===== src/rtl/hisc_pkg.sv =====
// Package for the host interface sequencer control block.
// Holds register offsets, field positions, reset values and sizes.
// Assumes an 8-bit register port with byte-wide registers.
package hisc_pkg;

  // ----------------------------------------------------------------
  // Register offsets.
  // ----------------------------------------------------------------
  localparam logic [7:0] HISC_OFS_CONFIG = 8'h95; // Host interface configuration one.
  localparam logic [7:0] HISC_OFS_IRQ_STAT = 8'h98; // Sticky event flags, write one to clear.
  localparam logic [7:0] HISC_OFS_IRQ_MASK = 8'h99; // Interrupt enables, same layout.
  localparam logic [7:0] HISC_OFS_EXT_LOW = 8'h9a; // Low three bits of the timing extension.
  localparam logic [7:0] HISC_OFS_SEQ_STAT = 8'h9b; // Sequencer and FIFO state, read only.
  localparam logic [7:0] HISC_OFS_XFER_LO = 8'h9c; // Transfer counter low byte, read only.
  localparam logic [7:0] HISC_OFS_PKT_LO = 8'h9d; // Packet size store low byte, read only.

  // ----------------------------------------------------------------
  // Configuration register fields.
  // ----------------------------------------------------------------
  localparam int HISC_CFG_DMA_SUSPEND = 7;
  localparam int HISC_CFG_STAT_HIPRI_OFF = 6;
  localparam int HISC_CFG_UDMA_KEEP = 5;
  localparam int HISC_CFG_FLUSH_FIFO = 4;
  localparam int HISC_CFG_UNMASK_DTEI = 2;
  localparam int HISC_CFG_CLEAR_CNT = 1;
  localparam int HISC_CFG_EXT_BIT3 = 0;
  localparam logic [7:0] HISC_CFG_STORED_MASK = 8'he5; // Bits that hold a value.
  localparam logic [7:0] HISC_CFG_RESET = 8'h00;

  // ----------------------------------------------------------------
  // Status register fields (interrupt status and mask share them).
  // ----------------------------------------------------------------
  localparam int HISC_ST_SUSPEND = 0;
  localparam int HISC_ST_XFER_END = 1;
  localparam int HISC_ST_DTEI = 6;
  localparam logic [7:0] HISC_ST_USED_MASK = 8'h43;
  localparam logic [7:0] HISC_IRQ_RESET = 8'h00;

  // ----------------------------------------------------------------
  // Sizes and timing.
  // ----------------------------------------------------------------
  localparam int HISC_CMD_DEPTH = 12; // Command FIFO bytes.
  localparam logic [3:0] HISC_CMD_LAST = 4'hb; // Index of the last command byte.
  localparam logic [3:0] HISC_PTR_RESET = 4'h0;
  localparam logic [15:0] HISC_CNT_RESET = 16'h0000;
  localparam logic [2:0] HISC_EXT_LOW_RESET = 3'h0;
  localparam logic [7:0] HISC_UDMA_BASE_LIMIT = 8'h04; // Base length of an ultra DMA timing limit.

  // ----------------------------------------------------------------
  // Sequencer states.
  // ----------------------------------------------------------------
  typedef enum logic [1:0] {
    HISC_SEQ_IDLE,
    HISC_SEQ_RUN,
    HISC_SEQ_SUSPEND
  } hisc_seq_state_t;

endpackage : hisc_pkg


===== src/rtl/hisc_ext_timer.sv =====
// Timing limit stretcher for the ultra DMA engine.
// Assumes a start pulse from the engine and a stable extension field.
`timescale 1ns/1ps
`default_nettype none
module hisc_ext_timer
  import hisc_pkg::*;
(
  // Clock and reset.
  input wire logic core_clk,
  input wire logic rst,
  // Control.
  input wire logic start,
  input wire logic [3:0] ext_cycles,
  // Result.
  output logic busy,
  output logic done
);

  // ----------------------------------------------------------------
  // Down counter.
  // ----------------------------------------------------------------
  logic [8:0] cnt_ff; // Cycles left in the current limit.
  logic [8:0] nxt_cnt;
  logic done_ff; // One-cycle pulse at the end of a limit.
  logic nxt_done;

  // The extension is added to the base, so a larger field only lengthens the limit.
  always_comb begin
    nxt_cnt = cnt_ff;
    nxt_done = 1'b0;
    if (start) begin
      nxt_cnt = {1'b0, HISC_UDMA_BASE_LIMIT} + {5'h00, ext_cycles};
    end else if (cnt_ff != 9'h000) begin
      nxt_cnt = cnt_ff - 9'h001;
      nxt_done = (cnt_ff == 9'h001);
    end
  end

  // Register stage.
  always_ff @(posedge core_clk) begin
    if (rst) begin
      cnt_ff <= 9'h000;
      done_ff <= 1'b0;
    end else begin
      cnt_ff <= nxt_cnt;
      done_ff <= nxt_done;
    end
  end

  assign busy = (cnt_ff != 9'h000);
  assign done = done_ff;

endmodule : hisc_ext_timer
`default_nettype wire


===== src/rtl/hisc_top.sv =====
// Host interface sequencer control: configuration register one and the logic it steers.
// Assumes a byte register port from the local microcontroller and event pulses
// from the host port, the auto sequencer datapath and the ultra DMA engine.
//
// The address map and the plain strobed port were left to the implementer.
`timescale 1ns/1ps
`default_nettype none
module hisc_top
  import hisc_pkg::*;
(
  // Clock and reset.
  input wire logic core_clk,
  input wire logic rst,
  // Register port.
  input wire logic [7:0] reg_addr,
  input wire logic [7:0] reg_wdata,
  input wire logic reg_wr,
  input wire logic reg_rd,
  output logic [7:0] reg_rdata,
  // Host command bytes.
  input wire logic cmd_wr,
  input wire logic [7:0] cmd_wdata,
  input wire logic [3:0] cmd_rd_idx,
  output logic [7:0] cmd_rdata,
  output logic cmd_full,
  // Auto sequencer events.
  input wire logic autodrq_en,
  input wire logic drq_want,
  input wire logic dtei_evt,
  input wire logic xfer_end,
  input wire logic xfer_word,
  input wire logic pkt_load,
  input wire logic [15:0] pkt_size,
  // Ultra DMA engine.
  input wire logic udma_limit_start,
  output logic udma_limit_busy,
  output logic udma_limit_done,
  output logic udma_en_clr,
  // ATA status and interrupts.
  output logic ata_bsy,
  output logic ata_drq,
  output logic dtei_irq,
  output logic seq_suspended,
  output logic dma_suspend_en,
  output logic stat_hipri_off,
  output logic irq
);

  // ----------------------------------------------------------------
  // Register port decode.
  // ----------------------------------------------------------------
  logic wr_cfg; // Write to the configuration register.
  logic wr_stat; // Write one to clear on the status register.
  logic wr_mask; // Write to the mask register.
  logic wr_ext; // Write to the low extension bits.
  assign wr_cfg = reg_wr && (reg_addr == HISC_OFS_CONFIG);
  assign wr_stat = reg_wr && (reg_addr == HISC_OFS_IRQ_STAT);
  assign wr_mask = reg_wr && (reg_addr == HISC_OFS_IRQ_MASK);
  assign wr_ext = reg_wr && (reg_addr == HISC_OFS_EXT_LOW);

  // Strobe bits come from the write itself, never from stored state.
  logic flush_stb; // Pointer flush request.
  logic clear_stb; // Counter clear request.
  assign flush_stb = wr_cfg && reg_wdata[HISC_CFG_FLUSH_FIFO];
  assign clear_stb = wr_cfg && reg_wdata[HISC_CFG_CLEAR_CNT];

  // ----------------------------------------------------------------
  // Configuration, mask and extension registers.
  // ----------------------------------------------------------------
  logic [7:0] cfg_ff; // Stored configuration bits; strobe positions stay zero.
  logic [7:0] nxt_cfg;
  logic [7:0] mask_ff; // Interrupt enables.
  logic [7:0] nxt_mask;
  logic [2:0] ext_low_ff; // Timing extension bits two to zero.
  logic [2:0] nxt_ext_low;
  logic [3:0] ext_field; // Full four-bit timing extension.

  // Flush and clear are not kept, so they read back as zero.
  always_comb begin
    nxt_cfg = cfg_ff;
    nxt_mask = mask_ff;
    nxt_ext_low = ext_low_ff;
    if (wr_cfg) begin
      nxt_cfg = reg_wdata & HISC_CFG_STORED_MASK;
    end
    if (wr_mask) begin
      nxt_mask = reg_wdata & HISC_ST_USED_MASK;
    end
    if (wr_ext) begin
      nxt_ext_low = reg_wdata[2:0];
    end
  end

  // Register stage.
  always_ff @(posedge core_clk) begin
    if (rst) begin
      cfg_ff <= HISC_CFG_RESET;
      mask_ff <= HISC_IRQ_RESET;
      ext_low_ff <= HISC_EXT_LOW_RESET;
    end else begin
      cfg_ff <= nxt_cfg;
      mask_ff <= nxt_mask;
      ext_low_ff <= nxt_ext_low;
    end
  end

  assign ext_field = {cfg_ff[HISC_CFG_EXT_BIT3], ext_low_ff};
  assign dma_suspend_en = cfg_ff[HISC_CFG_DMA_SUSPEND];
  assign stat_hipri_off = cfg_ff[HISC_CFG_STAT_HIPRI_OFF];

  // ----------------------------------------------------------------
  // Ultra DMA enable clear and timing extension.
  // ----------------------------------------------------------------
  logic udma_clr_ff; // One-cycle clear pulse toward the transfer control register.
  logic nxt_udma_clr;

  // The transfer control register lives elsewhere, so this block only issues the clear.
  always_comb begin
    nxt_udma_clr = xfer_end && !cfg_ff[HISC_CFG_UDMA_KEEP];
  end

  // Register stage.
  always_ff @(posedge core_clk) begin
    if (rst) begin
      udma_clr_ff <= 1'b0;
    end else begin
      udma_clr_ff <= nxt_udma_clr;
    end
  end

  assign udma_en_clr = udma_clr_ff;

  // Stretches engine limits by the extension field.
  hisc_ext_timer u_ext_timer (
    .core_clk(core_clk),
    .rst(rst),
    .start(udma_limit_start),
    .ext_cycles(ext_field),
    .busy(udma_limit_busy),
    .done(udma_limit_done)
  );

  // ----------------------------------------------------------------
  // Twelve-byte command FIFO.
  // ----------------------------------------------------------------
  logic [7:0] cmd_mem [HISC_CMD_DEPTH]; // Command bytes.
  logic [3:0] cmd_ptr_ff; // Next byte to load; twelve means full.
  logic [3:0] nxt_cmd_ptr;
  logic [7:0] cmd_rdata_ff; // Registered read of the selected byte.
  logic [7:0] nxt_cmd_rdata;
  logic cmd_load; // A byte is taken this cycle.

  // Bytes past the twelfth are dropped; firmware flushes to start over.
  assign cmd_load = cmd_wr && (cmd_ptr_ff <= HISC_CMD_LAST) && !flush_stb;

  // Flush beats a load in the same cycle so the next command starts clean.
  always_comb begin
    nxt_cmd_ptr = cmd_ptr_ff;
    if (flush_stb) begin
      nxt_cmd_ptr = HISC_PTR_RESET;
    end else if (cmd_load) begin
      nxt_cmd_ptr = cmd_ptr_ff + 4'h1;
    end
    nxt_cmd_rdata = 8'h00;
    if (cmd_rd_idx <= HISC_CMD_LAST) begin
      nxt_cmd_rdata = cmd_mem[cmd_rd_idx];
    end
  end

  // Register stage; the byte array needs no reset.
  always_ff @(posedge core_clk) begin
    if (rst) begin
      cmd_ptr_ff <= HISC_PTR_RESET;
      cmd_rdata_ff <= 8'h00;
    end else begin
      cmd_ptr_ff <= nxt_cmd_ptr;
      cmd_rdata_ff <= nxt_cmd_rdata;
    end
  end

  always_ff @(posedge core_clk) begin
    if (cmd_load) begin
      cmd_mem[cmd_ptr_ff] <= cmd_wdata;
    end
  end

  assign cmd_rdata = cmd_rdata_ff;
  assign cmd_full = (cmd_ptr_ff > HISC_CMD_LAST);

  // ----------------------------------------------------------------
  // Transfer counter and packet size store.
  // ----------------------------------------------------------------
  logic [15:0] xfer_cnt_ff; // Words moved by the sequencer.
  logic [15:0] nxt_xfer_cnt;
  logic [15:0] pkt_ff; // Packet size store.
  logic [15:0] nxt_pkt;

  // The clear wins for its one cycle only; counting resumes at once after it.
  always_comb begin
    nxt_xfer_cnt = xfer_cnt_ff;
    nxt_pkt = pkt_ff;
    if (clear_stb) begin
      nxt_xfer_cnt = HISC_CNT_RESET;
      nxt_pkt = HISC_CNT_RESET;
    end else begin
      if (xfer_word) begin
        nxt_xfer_cnt = xfer_cnt_ff + 16'h0001;
      end
      if (pkt_load) begin
        nxt_pkt = pkt_size;
      end
    end
  end

  // Register stage.
  always_ff @(posedge core_clk) begin
    if (rst) begin
      xfer_cnt_ff <= HISC_CNT_RESET;
      pkt_ff <= HISC_CNT_RESET;
    end else begin
      xfer_cnt_ff <= nxt_xfer_cnt;
      pkt_ff <= nxt_pkt;
    end
  end

  // ----------------------------------------------------------------
  // Auto data request sequencer.
  // ----------------------------------------------------------------
  hisc_seq_state_t state_ff; // Sequencer state.
  hisc_seq_state_t nxt_state;
  logic bsy_ff; // ATA busy flag.
  logic nxt_bsy;
  logic drq_ff; // ATA data request flag.
  logic nxt_drq;
  logic dtei_irq_ff; // Unmasked transfer end interrupt to the microcontroller.
  logic nxt_dtei_irq;
  logic susp_evt; // One-cycle pulse when a suspend begins.
  logic unmask; // Unmask bit as stored.
  assign unmask = cfg_ff[HISC_CFG_UNMASK_DTEI];

  // Masked transfer end events leave the sequencer running; only the unmask bit lets them stop the run.
  always_comb begin
    nxt_state = state_ff;
    nxt_bsy = bsy_ff;
    nxt_drq = drq_ff;
    nxt_dtei_irq = dtei_irq_ff;
    susp_evt = 1'b0;
    case (state_ff)
      HISC_SEQ_IDLE: begin
        nxt_bsy = 1'b0;
        nxt_drq = 1'b0;
        if (autodrq_en) begin
          nxt_state = HISC_SEQ_RUN;
        end
      end
      HISC_SEQ_RUN: begin
        nxt_bsy = !drq_want;
        nxt_drq = drq_want;
        if (dtei_evt && unmask) begin
          nxt_state = HISC_SEQ_SUSPEND;
          nxt_bsy = 1'b1;
          nxt_drq = 1'b0;
          nxt_dtei_irq = 1'b1;
          susp_evt = 1'b1;
        end else if (!autodrq_en) begin
          nxt_state = HISC_SEQ_IDLE;
        end
      end
      HISC_SEQ_SUSPEND: begin
        nxt_bsy = 1'b1;
        nxt_drq = 1'b0;
        if (!unmask) begin
          nxt_state = HISC_SEQ_RUN;
          nxt_dtei_irq = 1'b0;
        end
      end
      default: begin
        nxt_state = HISC_SEQ_IDLE;
      end
    endcase
  end

  // Register stage.
  always_ff @(posedge core_clk) begin
    if (rst) begin
      state_ff <= HISC_SEQ_IDLE;
      bsy_ff <= 1'b0;
      drq_ff <= 1'b0;
      dtei_irq_ff <= 1'b0;
    end else begin
      state_ff <= nxt_state;
      bsy_ff <= nxt_bsy;
      drq_ff <= nxt_drq;
      dtei_irq_ff <= nxt_dtei_irq;
    end
  end

  assign ata_bsy = bsy_ff;
  assign ata_drq = drq_ff;
  assign dtei_irq = dtei_irq_ff;
  assign seq_suspended = (state_ff == HISC_SEQ_SUSPEND);

  // ----------------------------------------------------------------
  // Sticky status and interrupt.
  // ----------------------------------------------------------------
  logic [7:0] stat_ff; // Sticky event flags.
  logic [7:0] nxt_stat;
  logic [7:0] stat_set; // Events of this cycle.

  // A set in the clearing cycle survives, so no event is lost.
  always_comb begin
    stat_set = 8'h00;
    stat_set[HISC_ST_DTEI] = dtei_evt;
    stat_set[HISC_ST_XFER_END] = xfer_end;
    stat_set[HISC_ST_SUSPEND] = susp_evt;
    nxt_stat = stat_ff;
    if (wr_stat) begin
      nxt_stat = stat_ff & ~reg_wdata;
    end
    nxt_stat = nxt_stat | stat_set;
  end

  // Register stage.
  always_ff @(posedge core_clk) begin
    if (rst) begin
      stat_ff <= HISC_IRQ_RESET;
    end else begin
      stat_ff <= nxt_stat;
    end
  end

  assign irq = |(stat_ff & mask_ff);

  // ----------------------------------------------------------------
  // Read data, one cycle after the strobe.
  // ----------------------------------------------------------------
  logic [7:0] rdata_ff; // Registered read data.
  logic [7:0] nxt_rdata;

  // Unmapped offsets and idle cycles read as zero.
  always_comb begin
    nxt_rdata = 8'h00;
    if (reg_rd) begin
      case (reg_addr)
        HISC_OFS_CONFIG: nxt_rdata = cfg_ff;
        HISC_OFS_IRQ_STAT: nxt_rdata = stat_ff;
        HISC_OFS_IRQ_MASK: nxt_rdata = mask_ff;
        HISC_OFS_EXT_LOW: nxt_rdata = {5'h00, ext_low_ff};
        HISC_OFS_SEQ_STAT: nxt_rdata = {seq_suspended, bsy_ff, drq_ff, cmd_full, cmd_ptr_ff};
        HISC_OFS_XFER_LO: nxt_rdata = xfer_cnt_ff[7:0];
        HISC_OFS_PKT_LO: nxt_rdata = pkt_ff[7:0];
        default: nxt_rdata = 8'h00;
      endcase
    end
  end

  // Register stage.
  always_ff @(posedge core_clk) begin
    if (rst) begin
      rdata_ff <= 8'h00;
    end else begin
      rdata_ff <= nxt_rdata;
    end
  end

  assign reg_rdata = rdata_ff;

endmodule : hisc_top
`default_nettype wire


===== config.mk =====
export PLATFORM = sky130hd
export DESIGN_NAME = hisc_top
export DESIGN_NICKNAME = d
export VERILOG_FILES = /design/src/rtl/hisc_pkg.sv /design/src/rtl/hisc_ext_timer.sv /design/src/rtl/hisc_top.sv
export SDC_FILE = /design/constraint.sdc
export NUM_CORES = 1
export LEC_CHECK = 0
export ABC_CLOCK_PERIOD_IN_PS = 3200
export BUFFER_PORTS_ARGS = -buffer_cell sky130_fd_sc_hd__buf_4
export CAP_MARGIN = 40
export CORE_AREA = 4 4 141 143
export CTS_CLUSTER_DIAMETER = 30
export DETAILED_ROUTE_END_ITERATION = 10
export DIE_AREA = 0 0 145 147
export PLACE_DENSITY_LB_ADDON = 0.12
export SETUP_SLACK_MARGIN = 0.05
export SLEW_MARGIN = 5
export SYNTH_ARGS = -nofsm -noshare
export SYNTH_HDL_FRONTEND = slang
export SYNTH_SLANG_ARGS = --single-unit

===== constraint.sdc =====
create_clock -name core_clk -period 3.2 [get_ports core_clk]
set_input_delay 0.16 -clock core_clk [delete_from_list [all_inputs] [get_ports core_clk]]
set_output_delay 0.16 -clock core_clk [all_outputs]
set_load 0.05 [all_outputs]

==> metrics.txt <==
# TYPE chip_impl_metric gauge
chip_impl_metric{name="grt_antenna_before_repair",unit=""} 0
chip_impl_metric{name="timing.critical_path.arrival",unit="ns"} 2.15
chip_impl_info{name="cpMaxStageDelayCell",value="sky130_fd_sc_hd__or4b_1"} 1
chip_impl_metric{name="critical_path_peak_fanout",unit=""} 9
chip_impl_metric{name="detail_route.first_pass.iterations",unit=""} 4
chip_impl_metric{name="tns",unit="ns"} 0
chip_impl_metric{name="synth-edff-count",unit=""} 96
chip_impl_metric{name="io_pins",unit=""} 83
chip_impl_metric{name="post-cts-setup-buffer-count",unit=""} 0
chip_impl_metric{name="drt_drc_violations_left",unit=""} 0
chip_impl_metric{name="core_region_area",unit="µm²"} 18600
chip_impl_metric{name="multiInputGateArea",unit="µm²"} 2780
chip_impl_metric{name="fillCellCount",unit=""} 1668
chip_impl_metric{name="wire_per_inst",unit="µm"} 18.1
chip_impl_metric{name="grt-ovfl-total",unit=""} 0
chip_impl_info{name="r2r_end",value="u_ext_timer.cnt_ff[1]$_SDFFE_PP0P_"} 1
chip_impl_metric{name="critical_path.max_stage_delay",unit="ns"} 0.64
chip_impl_metric{name="met2_usage",unit=""} 0.277
chip_impl_metric{name="period_share",unit=""} 0.722
chip_impl_info{name="synthFlopType",value="sky130_fd_sc_hd__edfxtp_1"} 1
chip_impl_metric{name="p_per_area",unit="nW/µm²"} 547
chip_impl_metric{name="via_count",unit=""} 4896
chip_impl_metric{name="avgViaCountPerCell",unit=""} 5.29
chip_impl_metric{name="power.leakage",unit="nW"} 3.32
chip_impl_metric{name="power",unit="W"} 0.00483
chip_impl_metric{name="ctsHtreeMaxLevel",unit=""} 4
chip_impl_metric{name="post_synth_instance_area",unit="µm²"} 7310
chip_impl_info{name="cell_types_occupying_the_most_area_after_synthesis",value="sky130_fd_sc_hd__edfxtp_1, sky130_fd_sc_hd__dfxtp_1, sky130_fd_sc_hd__mux2i_1, sky130_fd_sc_hd__mux4_2, sky130_fd_sc_hd__nor2_1"} 1
chip_impl_metric{name="io_buffers",unit=""} 74
chip_impl_metric{name="hpwlAfterDp",unit="mm"} 11.3
chip_impl_metric{name="antenna_cells_inserted",unit=""} 0
chip_impl_metric{name="die_h",unit="µm"} 147
chip_impl_metric{name="yosysUniqueCellTypes",unit=""} 57
chip_impl_metric{name="globalRouteMet1Util",unit=""} 0.202
chip_impl_metric{name="clock_tree_skew_after_final_layout",unit="ns"} 0.00656
chip_impl_info{name="critical_path.startpoint_type",value="register"} 1
chip_impl_metric{name="clk_pin_slew",unit="ns"} 0.06
chip_impl_metric{name="number_of_global_route_vias_before_repair",unit=""} 4958
chip_impl_metric{name="max_slew.worst_pin.slew",unit="ns"} 0.669
chip_impl_metric{name="cts_sinks",unit=""} 167
chip_impl_info{name="root_buffer_selected_by_cts",value="sky130_fd_sc_hd__clkbuf_16"} 1
chip_impl_metric{name="drtIter0Drc",unit=""} 311
chip_impl_metric{name="report.final.setup_viol",unit=""} 0
chip_impl_info{name="rr_startpoint",value="u_ext_timer.cnt_ff[0]$_SDFFE_PP0P_"} 1
chip_impl_metric{name="post_route_cells_drive_above_1_share",unit=""} 0.207
chip_impl_metric{name="first_pass_grt_wire_length",unit="mm"} 26.9
chip_impl_metric{name="register_area",unit="µm²"} 4300
chip_impl_metric{name="clk-insertion-delay-late",unit="ns"} 0.43
chip_impl_metric{name="chipWidth",unit="µm"} 145
chip_impl_metric{name="grt_use_total",unit=""} 0.160
chip_impl_metric{name="synthCells",unit=""} 592
chip_impl_metric{name="final.min_clock_period",unit="ns"} 2.31
chip_impl_metric{name="holdPathStages",unit=""} 1
chip_impl_info{name="status",value="finished clean"} 1
chip_impl_info{name="synth_top_area_cell",value="sky130_fd_sc_hd__edfxtp_1"} 1
chip_impl_metric{name="slew-limit-headroom",unit=""} 0.554
chip_impl_info{name="hp-class",value="input pin to register"} 1
chip_impl_metric{name="die_area",unit="µm²"} 21300
chip_impl_info{name="worst-setup-path-type",value="register to output port"} 1
chip_impl_metric{name="cts-buffers-inserted",unit=""} 17
chip_impl_metric{name="syn_to_final_growth",unit="%"} 20.8
chip_impl_info{name="crit_chain",value="inv_1 > ha_1 > or4b_1 > nor2_2 > inv_2 > buf_4"} 1
chip_impl_metric{name="place_inst",unit=""} 875
chip_impl_metric{name="avgSynthCellArea",unit="µm²"} 12.3
chip_impl_metric{name="pin_count_of_the_biggest_net_entering_global_routing",unit=""} 49
chip_impl_metric{name="yosys_register_bits",unit=""} 167
chip_impl_metric{name="worst_r2r_path_depth",unit=""} 7
chip_impl_metric{name="postRouteAntennaNets",unit=""} 0
chip_impl_info{name="gr-max-usage-layer",value="met2"} 1
chip_impl_info{name="hold-path-endpoint",value="cmd_mem[1][0]$_DFFE_PP_"} 1
chip_impl_metric{name="synth_warnings",unit=""} 0
chip_impl_info{name="hold_startpoint",value="cmd_wdata[0]"} 1
chip_impl_metric{name="critPathRequiredTime",unit="ns"} 3.04
chip_impl_metric{name="cts-root-to-sink-buffers",unit=""} 2
chip_impl_metric{name="synth_seq_area_share",unit=""} 0.589
chip_impl_info{name="clock_tree_from_tritoncts",value="done"} 1
chip_impl_metric{name="max_freq",unit="MHz"} 433
chip_impl_metric{name="timing_max_transition_violations_final",unit=""} 0
chip_impl_info{name="critical_path.endpoint_type",value="output port"} 1
chip_impl_metric{name="synth.top_cell.area_share",unit=""} 0.394
chip_impl_metric{name="timing_hold_violations_final",unit=""} 0
chip_impl_metric{name="timing.max_cap.violations",unit=""} 0
chip_impl_metric{name="initial_standard_cell_utilization_of_the_core",unit=""} 0.393
chip_impl_metric{name="finish.net_count",unit=""} 747
chip_impl_metric{name="syn-num-nets",unit=""} 660
chip_impl_metric{name="synth-async-reset-ratio",unit=""} 0
chip_impl_metric{name="cell_rows",unit=""} 50
chip_impl_metric{name="met3_usage",unit=""} 0.0355
chip_impl_metric{name="r2r_setup_slack",unit="ns"} 1.16
chip_impl_metric{name="fin_cells",unit=""} 926
chip_impl_metric{name="vdd_ir_drop_max",unit="µV"} 396
chip_impl_info{name="rsz0062_at_grt",value="false"} 1
chip_impl_metric{name="wl",unit="mm"} 16.8
chip_impl_metric{name="gp_congestion",unit=""} 0.800
-- flip-flops by register name, indices dropped and copies added (netlist names), 4 cells and up --
register	flops
cmd_rdata	8
pkt_ff	8
xfer_cnt_ff	8
reg_rdata	8
stat_ff	8
cmd_mem	96
cfg_ff	5
u_ext_timer.cnt_ff	9
cmd_ptr_ff	4
-- worst max path at each step --
stage          cells past startpoint                      end  slack, ns                          startpoint
6_report                           6          udma_limit_busy       0.89  u_ext_timer.cnt_ff[0]$_SDFFE_PP0P_
5_1_grt                            6          udma_limit_busy       0.78  u_ext_timer.cnt_ff[0]$_SDFFE_PP0P_
4_1_cts                            6          udma_limit_busy       0.88  u_ext_timer.cnt_ff[0]$_SDFFE_PP0P_
3_5_place_dp                       7  cmd_mem[4][2]$_DFFE_PP_       1.08                         reg_addr[5]
3_3_place_gp                       7  cmd_mem[4][2]$_DFFE_PP_       1.10                         reg_addr[5]
2_1_floorplan                      5  cmd_mem[3][0]$_DFFE_PP_       1.04                         reg_addr[7]
-- per-stage QoR --
step | utilization | setup WS [ns] | area (µm²) | hold slack, ns
2_1_floorplan | - | 1.04 | 7310 | 0.248
3_3_place_gp | 0.435 | 1.10 | 8080 | 0.339
3_5_place_dp | 0.435 | 1.08 | 8080 | 0.348
4_1_cts | 0.475 | 0.879 | 8830 | 0.00417
5_1_grt | 0.475 | 0.779 | 8830 | 0.0166
6_report | 0.475 | 0.889 | 8830 | 0.0143
-- synth_stat cells, drive strengths merged (8+ instances only) --
| library cell | n |
|---|---|
| ha | 12 |
| nor2 | 69 |
| inv | 13 |
| nand3 | 15 |
| mux4 | 18 |
| dfxtp | 71 |
| nor3 | 26 |
| mux2 | 8 |
| clkbuf | 23 |
| nor2b | 11 |
| edfxtp | 96 |
| mux2i | 56 |
| nand2 | 35 |
| a211oi | 9 |
| buf | 15 |
| a21oi | 19 |
| nand2b | 9 |
-- final cells by class --
cell class,instances,area share
sequential,167,0.488
multi-input combinational,374,0.314
timing repair buffer,106,0.0955
clock buffer,18,0.0486
tap,234,0.0332
clock inverter,14,0.0152
inverter,13,0.00553
-- critical path, delay by kind of cell, from the launching register on --
family        cells  cell delay, ns
simple gates      2            0.84
buf+inv           3            0.33
fa+ha+maj         1            0.22
flops             1            0.35
-- timing repair --
action,CTS,global route
hold buffers,19,0
resized for setup,0,0
hold endpoints to repair,36,0
-- report_power, final --
part	total, W	internal, W	switching [W]
Combinational	0.000501	0.000211	0.000290
Clock	0.00196	0.00114	0.000825
Sequential	0.00236	0.00232	0.0000369
-- cells in the final DEF (no fill, tap or decap), types with 3 or more instances in the layout --
| cell | instances |
|---|---|
| sky130_fd_sc_hd__a31oi_1 | 3 |
| sky130_fd_sc_hd__mux4_2 | 18 |
| sky130_fd_sc_hd__a211o_1 | 3 |
| sky130_fd_sc_hd__nor3_1 | 26 |
| sky130_fd_sc_hd__xnor2_1 | 7 |
| sky130_fd_sc_hd__dfxtp_1 | 71 |
| sky130_fd_sc_hd__a2111oi_0 | 7 |
| sky130_fd_sc_hd__nor2_1 | 68 |
| sky130_fd_sc_hd__buf_4 | 87 |
| sky130_fd_sc_hd__a22oi_1 | 5 |
| sky130_fd_sc_hd__nand4_1 | 6 |
| sky130_fd_sc_hd__and3_1 | 4 |
| sky130_fd_sc_hd__xor2_1 | 6 |
| sky130_fd_sc_hd__nor2b_1 | 11 |
| sky130_fd_sc_hd__a311oi_1 | 3 |
| sky130_fd_sc_hd__edfxtp_1 | 96 |
| sky130_fd_sc_hd__clkinvlp_4 | 3 |
| sky130_fd_sc_hd__dlygate4sd3_1 | 19 |
| sky130_fd_sc_hd__or3b_1 | 3 |
| sky130_fd_sc_hd__clkbuf_16 | 17 |
| sky130_fd_sc_hd__a21oi_1 | 19 |
| sky130_fd_sc_hd__ha_1 | 12 |
| sky130_fd_sc_hd__inv_1 | 12 |
| sky130_fd_sc_hd__nor4_1 | 6 |
| sky130_fd_sc_hd__clkinv_1 | 4 |
| sky130_fd_sc_hd__o21ai_0 | 5 |
| sky130_fd_sc_hd__mux2i_1 | 56 |
| sky130_fd_sc_hd__nand2b_1 | 9 |
| sky130_fd_sc_hd__a211oi_1 | 9 |
| sky130_fd_sc_hd__mux2_2 | 7 |
| sky130_fd_sc_hd__nand3_1 | 15 |
| sky130_fd_sc_hd__nand2_1 | 35 |
-- layer usage --
| layer | share of wire | routed length [µm] |
|---|---|---|
| met1 | 0.45 | 7610 |
| met2 | 0.49 | 8300 |
| met3 | 0.038 | 632 |
| met4 | 0.013 | 223 |
| met5 | 0 | 0 |
-- logic make-up after synthesis --
family	after synthesis	share of synthesized area
simple gates	196	0.130
flops	167	0.589
mux	82	0.144
compound gates	71	0.0688
buf+inv	51	0.0320
xor+xnor	13	0.0156
fa+ha+maj	12	0.0205
Note: power is estimated with default switching activity, not from simulation.
